$ cat src/tsw_pkg.sv
/*
 * Package of the transmit status writeback block: register map, status word
 * layout, operating mode fields and the carrier structs of its ports.
 * Assumes one clock domain and an AXI4-Lite master with 32-bit data.
 */
package tsw_pkg;
    // Register byte offsets
    localparam logic [7:0] OFF_OPMODE = 8'h00;
    localparam logic [7:0] OFF_IRQ = 8'h04;
    localparam logic [7:0] OFF_LAST = 8'h08;
    // Status word bit positions
    localparam int BIT_OWN = 31;
    localparam int BIT_ERR_SUM = 15;
    localparam int BIT_JABBER = 14;
    localparam int BIT_CARR_DROP = 11;
    localparam int BIT_NO_CARR = 10;
    localparam int BIT_LATE_COLL = 9;
    localparam int BIT_EXCESS_COLL = 8;
    localparam int BIT_HEARTBEAT = 7;
    localparam int COLL_CNT_LSB = 3;
    localparam int BIT_LINK_FAIL = 2;
    localparam int BIT_UNDERFLOW = 1;
    localparam int BIT_CARR_WAIT = 0;
    // Operating mode fields
    localparam int OPM_10M = 0;
    localparam int OPM_LB_LSB = 10;
    localparam int OPM_SYM = 23;
    localparam logic [1:0] LB_INTERNAL = 2'h1;
    localparam logic [31:0] OPMODE_RST = 32'h0000_0000;
    // Interrupt status bit positions
    localparam int IRQ_TI = 0;
    localparam int IRQ_TJT = 3;
    localparam int IRQ_UNF = 5;
    // Collision limits and AXI response codes
    localparam logic [6:0] COLL_WINDOW_BYTES = 7'h40;
    localparam logic [4:0] MAX_COLL = 5'h10;
    localparam logic [1:0] RESP_OKAY = 2'h0;
    localparam logic [1:0] RESP_SLVERR = 2'h2;

    typedef enum logic [2:0] {
        ST_IDLE = 3'h1,
        ST_SEND = 3'h2,
        ST_WRITE = 3'h4
    } tsw_fsm_t;

    typedef struct packed {
        logic awvalid;
        logic [7:0] awaddr;
        logic wvalid;
        logic [31:0] wdata;
        logic [3:0] wstrb;
        logic bready;
        logic arvalid;
        logic [7:0] araddr;
        logic rready;
    } tsw_axi_req_t;

    typedef struct packed {
        logic awready;
        logic wready;
        logic bvalid;
        logic [1:0] bresp;
        logic arready;
        logic rvalid;
        logic [31:0] rdata;
        logic [1:0] rresp;
    } tsw_axi_rsp_t;

    // Events from the transmit engine, one-cycle pulses except the carrier and link_fail levels and desc_addr
    typedef struct packed {
        logic frame_start;
        logic frame_done;
        logic buf_empty;
        logic byte_sent;
        logic carrier;
        logic defer;
        logic collision;
        logic jabber;
        logic fifo_empty;
        logic heartbeat_miss;
        logic link_fail;
        logic [31:0] desc_addr;
    } tsw_tx_ev_t;

    typedef struct packed {
        logic valid;
        logic [31:0] addr;
        logic [31:0] data;
    } tsw_wb_t;
endpackage

$ cat src/tsw_status_wb.sv
/*
 * Transmit status word writeback: gathers frame events into the first
 * descriptor word and writes it to host memory with ownership returned.
 * Assumes the transmit engine and memory port share core_clk_in.
 */
// The AXI4-Lite register port and the register addresses were decided locally.
//
// Function
// - Ownership bit 31 cleared on completion
// - Error summary ORs the six error bits
// - Jabber sets bit 14, irq, abort, stop
// - Jabber timeout invalidates heartbeat fail
// - Carrier lost during frame sets bit 11
// - Carrier absent during frame sets bit 10
// - Carrier bits invalid in internal loopback
// - Late collision aborts, sets bit 9 unless underflow
// - Sixteen collisions abort and set bit 8
// - Heartbeat miss at 10 Mb/s sets 7
// - Underflow invalidates heartbeat fail
// - Retry after collision skips heartbeat check
// - Bits 6 to 3 count collisions
// - Count invalid with excessive collisions
// - Link fail bit 2 in symbol mode
// - Underflow aborts, suspends, sets two irqs
// - Deferral for carrier sets bit 0
// - Status word at aligned descriptor start
`timescale 1ns/1ps
module tsw_status_wb
    import tsw_pkg::*;
(
    input wire logic core_clk_in, // 250 MHz clock
    input wire logic resetn_in, // Async reset, active low
    input wire tsw_axi_req_t axi_req_in, // AXI4-Lite requests
    output tsw_axi_rsp_t axi_rsp_out, // AXI4-Lite answers
    input wire tsw_tx_ev_t tx_ev_in, // Transmit engine events
    output tsw_wb_t wb_out, // Descriptor status write
    input wire logic wb_ready_in, // Memory takes the write
    output logic tx_abort_out, // Abort frame pulse
    output logic tx_stop_out, // Enter stopped pulse
    output logic tx_suspend_out // Enter suspended pulse
);
    typedef struct packed {
        tsw_fsm_t fsm;
        logic [31:0] opmode;
        logic irq_ti, irq_tjt, irq_unf;
        logic [31:0] last;
        logic jab, cdrop, nocarr, late, excess, hbfail, lnkfail, undfl, cwait;
        logic seen_carrier, retry, more;
        logic [4:0] coll;
        logic [6:0] bytes;
        logic aw_got, w_got;
        logic [7:0] awaddr;
        logic [31:0] wdata;
        logic [3:0] wstrb;
        tsw_axi_rsp_t rsp;
        tsw_wb_t wb;
        logic abort, stop, suspend;
    } tsw_state_t;

    tsw_state_t s;
    tsw_state_t next_s;
    logic lb_int;
    logic end_frame;
    logic [31:0] word;

    assign lb_int = (s.opmode[OPM_LB_LSB +: 2] == LB_INTERNAL);

    // ************************************************************
    // Next state
    // ************************************************************
    always_comb begin
        next_s = s;
        next_s.abort = 1'b0;
        next_s.stop = 1'b0;
        next_s.suspend = 1'b0;
        end_frame = 1'b0;
        word = 32'h0000_0000;
        // Register writes, address and data in either order
        if (axi_req_in.awvalid && s.rsp.awready) begin
            next_s.aw_got = 1'b1;
            next_s.awaddr = axi_req_in.awaddr;
        end
        if (axi_req_in.wvalid && s.rsp.wready) begin
            next_s.w_got = 1'b1;
            next_s.wdata = axi_req_in.wdata;
            next_s.wstrb = axi_req_in.wstrb;
        end
        if (s.aw_got && s.w_got && !s.rsp.bvalid) begin
            next_s.aw_got = 1'b0;
            next_s.w_got = 1'b0;
            next_s.rsp.bvalid = 1'b1;
            next_s.rsp.bresp = RESP_OKAY;
            unique case (s.awaddr)
                OFF_OPMODE: begin
                    for (int i = 0; i < 4; i++) begin
                        if (s.wstrb[i]) begin
                            next_s.opmode[8*i +: 8] = s.wdata[8*i +: 8];
                        end
                    end
                end
                OFF_IRQ: begin
                    // Write one to clear; a same-cycle event sets again below
                    if (s.wstrb[0]) begin
                        next_s.irq_ti = s.irq_ti & ~s.wdata[IRQ_TI];
                        next_s.irq_tjt = s.irq_tjt & ~s.wdata[IRQ_TJT];
                        next_s.irq_unf = s.irq_unf & ~s.wdata[IRQ_UNF];
                    end
                end
                OFF_LAST: ;
                default: next_s.rsp.bresp = RESP_SLVERR;
            endcase
        end
        if (s.rsp.bvalid && axi_req_in.bready) begin
            next_s.rsp.bvalid = 1'b0;
        end
        next_s.rsp.awready = !next_s.aw_got && !next_s.rsp.bvalid;
        next_s.rsp.wready = !next_s.w_got && !next_s.rsp.bvalid;
        // Register reads
        if (s.rsp.rvalid && axi_req_in.rready) begin
            next_s.rsp.rvalid = 1'b0;
        end
        if (axi_req_in.arvalid && s.rsp.arready) begin
            next_s.rsp.rvalid = 1'b1;
            next_s.rsp.rresp = RESP_OKAY;
            unique case (axi_req_in.araddr)
                OFF_OPMODE: next_s.rsp.rdata = s.opmode;
                OFF_IRQ: begin
                    next_s.rsp.rdata = 32'h0000_0000;
                    next_s.rsp.rdata[IRQ_TI] = s.irq_ti;
                    next_s.rsp.rdata[IRQ_TJT] = s.irq_tjt;
                    next_s.rsp.rdata[IRQ_UNF] = s.irq_unf;
                end
                OFF_LAST: next_s.rsp.rdata = s.last;
                default: begin
                    next_s.rsp.rdata = 32'h0000_0000;
                    next_s.rsp.rresp = RESP_SLVERR;
                end
            endcase
        end
        next_s.rsp.arready = !next_s.rsp.rvalid;

        // ************************************************************
        // Frame status gathering
        // ************************************************************
        unique case (s.fsm)
            ST_IDLE: begin
                if (tx_ev_in.frame_start) begin
                    {next_s.jab, next_s.cdrop, next_s.nocarr, next_s.late} = 4'h0;
                    next_s.excess = 1'b0;
                    {next_s.hbfail, next_s.undfl, next_s.cwait, next_s.retry} = 4'h0;
                    next_s.seen_carrier = 1'b0;
                    next_s.coll = 5'h00;
                    next_s.bytes = 7'h00;
                    next_s.lnkfail = tx_ev_in.link_fail && s.opmode[OPM_SYM];
                    next_s.fsm = ST_SEND;
                end
            end
            ST_SEND: begin
                if (tx_ev_in.byte_sent && s.bytes < COLL_WINDOW_BYTES) begin
                    next_s.bytes = s.bytes + 7'h01;
                end
                if (tx_ev_in.carrier) begin
                    next_s.seen_carrier = 1'b1;
                end else if (s.seen_carrier) begin
                    next_s.cdrop = 1'b1;
                end
                if (tx_ev_in.defer) begin
                    next_s.cwait = 1'b1;
                end
                if (tx_ev_in.collision) begin
                    if (s.bytes >= COLL_WINDOW_BYTES) begin
                        next_s.late = 1'b1;
                        end_frame = 1'b1;
                    end else begin
                        next_s.coll = s.coll + 5'h01;
                        next_s.retry = 1'b1;
                        if (next_s.coll == MAX_COLL) begin
                            next_s.excess = 1'b1;
                            end_frame = 1'b1;
                        end
                    end
                end
                if (tx_ev_in.heartbeat_miss && s.opmode[OPM_10M] && !next_s.retry) begin
                    next_s.hbfail = 1'b1;
                end
                if (tx_ev_in.jabber) begin
                    next_s.jab = 1'b1;
                    next_s.irq_tjt = 1'b1;
                    next_s.stop = 1'b1;
                    end_frame = 1'b1;
                end
                if (tx_ev_in.fifo_empty) begin
                    next_s.undfl = 1'b1;
                    next_s.irq_unf = 1'b1;
                    next_s.irq_ti = 1'b1;
                    next_s.suspend = 1'b1;
                    end_frame = 1'b1;
                end
                next_s.abort = end_frame;
                if (tx_ev_in.frame_done && !end_frame) begin
                    end_frame = 1'b1;
                end
                if (end_frame) begin
                    next_s.nocarr = !(next_s.seen_carrier);
                    word[BIT_JABBER] = next_s.jab;
                    word[BIT_CARR_DROP] = next_s.cdrop && !lb_int;
                    word[BIT_NO_CARR] = next_s.nocarr && !lb_int;
                    word[BIT_LATE_COLL] = next_s.late && !next_s.undfl;
                    word[BIT_EXCESS_COLL] = next_s.excess;
                    word[BIT_HEARTBEAT] = next_s.hbfail && !next_s.jab
                        && !next_s.undfl;
                    word[COLL_CNT_LSB +: 4] = next_s.excess ? 4'h0 : next_s.coll[3:0];
                    word[BIT_LINK_FAIL] = next_s.lnkfail;
                    word[BIT_UNDERFLOW] = next_s.undfl;
                    word[BIT_CARR_WAIT] = next_s.cwait;
                    word[BIT_ERR_SUM] = word[BIT_UNDERFLOW] | word[BIT_EXCESS_COLL]
                        | word[BIT_LATE_COLL] | word[BIT_NO_CARR] | word[BIT_CARR_DROP]
                        | word[BIT_JABBER];
                    next_s.more = 1'b0;
                end else if (tx_ev_in.buf_empty) begin
                    next_s.more = 1'b1;
                end
                if (end_frame || tx_ev_in.buf_empty) begin
                    word[BIT_OWN] = 1'b0;
                    next_s.wb.valid = 1'b1;
                    next_s.wb.data = word;
                    next_s.wb.addr = {tx_ev_in.desc_addr[31:2], 2'h0};
                    next_s.fsm = ST_WRITE;
                end
            end
            ST_WRITE: begin
                if (wb_ready_in) begin
                    next_s.wb.valid = 1'b0;
                    if (!s.more) begin
                        next_s.last = s.wb.data;
                    end
                    next_s.fsm = s.more ? ST_SEND : ST_IDLE;
                end
            end
            default: next_s.fsm = ST_IDLE;
        endcase
    end

    always_ff @(posedge core_clk_in or negedge resetn_in) begin
        if (!resetn_in) begin
            s <= '0;
            s.fsm <= ST_IDLE;
            s.opmode <= OPMODE_RST;
            s.rsp.awready <= 1'b1;
            s.rsp.wready <= 1'b1;
            s.rsp.arready <= 1'b1;
        end else begin
            s <= next_s;
        end
    end

    assign axi_rsp_out = s.rsp;
    assign wb_out = s.wb;
    assign tx_abort_out = s.abort;
    assign tx_stop_out = s.stop;
    assign tx_suspend_out = s.suspend;
endmodule // tsw_status_wb

$ cat config.mk
export PLATFORM = sky130hd
export DESIGN_NAME = tsw_status_wb
export DESIGN_NICKNAME = d
export VERILOG_FILES = /design/src/tsw_pkg.sv /design/src/tsw_status_wb.sv
export SDC_FILE = /design/constraint.sdc
export NUM_CORES = 1
export LEC_CHECK = 0
export BUFFER_PORTS_ARGS = -buffer_cell sky130_fd_sc_hd__buf_2
export CAP_MARGIN = 10
export CORE_MARGIN = 2
export CORE_UTILIZATION = 40
export CTS_BUF_LIST = sky130_fd_sc_hd__clkbuf_16
export CTS_CLUSTER_DIAMETER = 80
export DETAILED_ROUTE_END_ITERATION = 10
export PLACE_DENSITY = 0.61
export REMOVE_ABC_BUFFERS = 1
export SLEW_MARGIN = 15
export SYNTH_ARGS = -nofsm -noshare
export SYNTH_HDL_FRONTEND = slang
export SYNTH_SLANG_ARGS = --single-unit
$ cat constraint.sdc
create_clock -name core_clk_in -period 2 [get_ports core_clk_in]
set_input_delay 0.3 -clock core_clk_in [delete_from_list [all_inputs] [get_ports core_clk_in]]
set_output_delay 0.3 -clock core_clk_in [all_outputs]
set_load 0.005 [all_outputs]
==> out/summary.txt <==
PLACE
----------------------------------------------------------------------------------------------------
Quantity of I/O buffers inserted on ports                                                        187
Post-detailed-placement cell area                                                          9960 um^2
Placer Congestion                                                                              0.773
DP HPWL                                                                                      13.7 mm

GLOBAL ROUTING
----------------------------------------------------------------------------------------------------
First-pass GRT wire length                                                                   31.0 mm
Pin count of the biggest net entering global routing                                              51
Aggregate global routing overflow                                                                  0
Initial antenna violation count                                                                    1
Overall fraction of global-route tracks in use                                                 16.1%
Vias in the first global route                                                                  5694

SYNTH
----------------------------------------------------------------------------------------------------
Top cell type's share of synthesized area                                                      55.6%
Top post-synthesis cells by area                                                        dfrtp_1 56%, mux2_2 11%, buf_4 8.8%
Number of synthesized register bits                                                              208
Number of enable flip-flop cells after synthesis                                                   0
Cell type contributing the most total cell area after synthesis                              dfrtp_1
Synthesized area                                                                           9180 um^2
Synth async-reset ratio                                                                         100%
Library cells used by synthesis                                                                   53
Sequential cell area fraction in the yosys report                                              56.8%
Synth top cells by count                                                                204 x dfrtp_1, 107 x buf_4, 90 x mux2_2, 46 x nand2_1, 30 x nor2_1
Synth Area per Inst                                                                        12.9 um^2
Gate count after technology mapping                                                              712
Post-synth top flop                                                                          dfrtp_1
Count of yosys warnings during synthesis                                                           0
Most frequent cell after synthesis                                                           dfrtp_1

SETUP PATH
----------------------------------------------------------------------------------------------------
Data required time at the worst endpoint                                                     2.40 ns
Worst path cell trace                                                                   ha_1, nand3_1, o211ai_2, o21a_2, buf_12, mux2_2
Crit path buf inv count                                                                            1
Critical Path End Type                                                                          flop
Critical path depth                                                                                6
Crit Reg-Reg Startpoint                                                                       s[162]
Family with the most delay on the worst path                                              flip-flops
Worst flop-to-flop path endpoint                                                          wb_out[34]
WP data arrival                                                                              2.24 ns
Crit path kind                                                                            reg -> reg
Worst R2R Path Depth                                                                               6
Sort of element at the start of the critical path                                               flop
Worst Path Max Fanout                                                                             31
Crit-path slowest cell                                                                       dfrtp_1
CP startpoint                                                                                 s[162]
Largest stage delay, worst path                                                              0.46 ns
Crit path to                                                                              wb_out[34]
Register-to-register setup slack                                                             0.16 ns

ROUTE
----------------------------------------------------------------------------------------------------
Final antenna-violating net count                                                                  0
Routed wire length                                                                           19.4 mm
Vias per cell                                                                                   4.86
Total via count after detailed routing                                                          5681
Routed length per instance                                                                   16.6 um
Router iterations before antenna repair                                                            4
Remaining DRCs                                                                                     0
Starting DRT DRC Count                                                                           223

FINAL LAYOUT
----------------------------------------------------------------------------------------------------
Post-layout utilization of the core                                                            48.1%
Layout cell share with drive strength beyond 1                                                 43.8%
Layout area overhead                                                                           18.2%
Layout filler cell count                                                                        2064
Number of nets in the finished design                                                            973
Area of the multi-input gates                                                              3120 um^2
FF+latch area                                                                              5210 um^2
Cell area after layout                                                                    10800 um^2

TIMING
----------------------------------------------------------------------------------------------------
Largest clock skew in the final design                                                     0.0153 ns
Number of setup violations in the final report                                                     0
RSZ-0062 raised after global routing                                                           false
Final Max Slew Viols                                                                               0
Crit share post-route                                                                          92.2%
Worst Hold Slack                                                                           0.0170 ns
Final hold violation count                                                                         0
Minimum period implied by the final worst setup slack                                        1.84 ns
FMAX                                                                                         542 MHz

CTS
----------------------------------------------------------------------------------------------------
Number of H-tree levels                                                                            1
Maximum number of buffers from clock root to sink                                                  3
Num CTS Buffers                                                                                   24
CTS tree                                                                                         yes
Number of buffers inserted to repair setup after CTS                                               0
Clock-pin slew reported for the worst setup and hold paths after clock tree synthesis        0.06 ns
Clock latency at the later pin of the worst-skew pair                                        0.51 ns
Clock Root Buffer                                                                          clkbuf_16
Total number of clock tree sinks                                                                 208

OUTCOME
----------------------------------------------------------------------------------------------------
Result of the run                                                                          completed

FLOORPLANNING
----------------------------------------------------------------------------------------------------
Floorplan die area                                                                        24200 um^2
Die X-Extent                                                                                  155 um
Number of rows in the core area                                                                   55
Initial Utilization                                                                            40.7%
Core Area                                                                                 22600 um^2
Count of boundary I/O pins                                                                       212
DIE HEIGHT                                                                                    155 um

WORST HOLD PATH
----------------------------------------------------------------------------------------------------
Class of the tightest hold or removal check                                                in -> reg

POWER
----------------------------------------------------------------------------------------------------
Peak supply drop                                                                            0.534 mV
Leakage                                                                                      5.40 nW
P per Cell Area                                                                         1220 nW/um^2

RUN
----------------------------------------------------------------------------------------------------
Max-capacitance violation count                                                                    0

## stage by stage
step	cells	power, mW	setup TNS (ns)	setup WS, ns
5_1_grt	1168	14.0	0	0.0222
3_3_place_gp	1109	9.25	0	0.160
3_5_place_dp	1109	9.36	0	0.169
6_report	1169	13.2	0	0.155
4_1_cts	1168	13.4	0	0.138
2_1_floorplan	606	7.96	-8.36	-0.220
## where the power goes
group,switching (mW),internal (mW)
combinational,1.28,1.84
clock,1.69,2.25
sequential,0.754,5.40
total,3.72,9.49
## area by class of cell
type	count	area share, %
diodes	1	0.0231
multi-input cells	392	28.7
repair buffers	235	13.2
flip-flops and latches	208	48.0
clock buffers	25	5.77
well taps	285	3.29
inverters	6	0.208
clock inverters	17	0.738
## how the worst min path moves through the flow
stage                    from               to  slack (ns)  cells past startpoint
2_1_floorplan       resetn_in  axi_rsp_out[10]       0.004                      0
3_3_place_gp        resetn_in  axi_rsp_out[31]        0.30                      1
3_5_place_dp        resetn_in           s[142]        0.30                      1
4_1_cts           tx_ev_in[5]       wb_out[37]     0.00002                      2
5_1_grt        axi_req_in[48]           s[145]       0.006                      2
6_report         tx_ev_in[15]       wb_out[47]        0.02                      2
## state kept, by name, indices dropped and copies added, names as in the netlist
signal / count
axi_rsp_out: 39
s: 121
tx_abort_out: 1
tx_stop_out: 1
tx_suspend_out: 1
wb_out: 45
## placed cells by master (no fill, tap or decap), drive strengths merged, types with 2 or more instances in the layout
cell / n
buf: 217
dfrtp: 204
mux2: 120
nand2: 50
nor2: 31
o21ai: 29
clkbuf: 26
a22o: 22
conb: 22
dlygate4sd3: 17
mux2i: 16
a21oi: 16
inv: 11
clkinv: 11
nand3: 8
o21a: 8
xor2: 7
o2bb2ai: 6
nor2b: 5
nand4: 5
nor4: 5
and3: 4
a21o: 4
nor3: 4
a32o: 4
dfstp: 4
nand3b: 3
ha: 3
and2: 3
nand2b: 2
a211oi: 2
## worst reg2reg max path, stage by stage, from the launching register on
cell and delay, ns:
dfrtp_1 0.46, ha_1 0.21, nand3_1 0.09, o211ai_2 0.18, o21a_2 0.17, buf_12 0.23, mux2_2 0.40
## logic make-up (layout without fill, tap and decap cells)
| logic type | count (synthesis) | in the layout | share of synthesized area (%) |
|---|---|---|---|
| DFF | 208 | 208 | 56.8 |
| muxes | 136 | 136 | 17.7 |
| buffers and inverters | 133 | 283 | 10.2 |
| and+or+nand+nor | 126 | 126 | 6.82 |
| AOI/OAI and AO/OA | 97 | 97 | 7.34 |
| xor gates and xnor gates | 8 | 8 | 0.764 |
| adders and majority gates | 3 | 3 | 0.409 |
| other | 1 | 23 | 0.0409 |
## layer usage
layer	global-route usage [%]	share of wire, %
met1	22.0	45
met2	26.2	47
met3	3.06	4.8
met4	5.29	3.0
met5	0	0
## timing repair
| item | 4_1_cts | 5_1_grt |
|---|---|---|
| hold endpoints to repair | 60 | 0 |
| resized for setup | 0 | 1 |
| hold buffers | 17 | 0 |
| setup endpoints to repair | 0 | 23 |
Power figures use the tool's default switching activity.
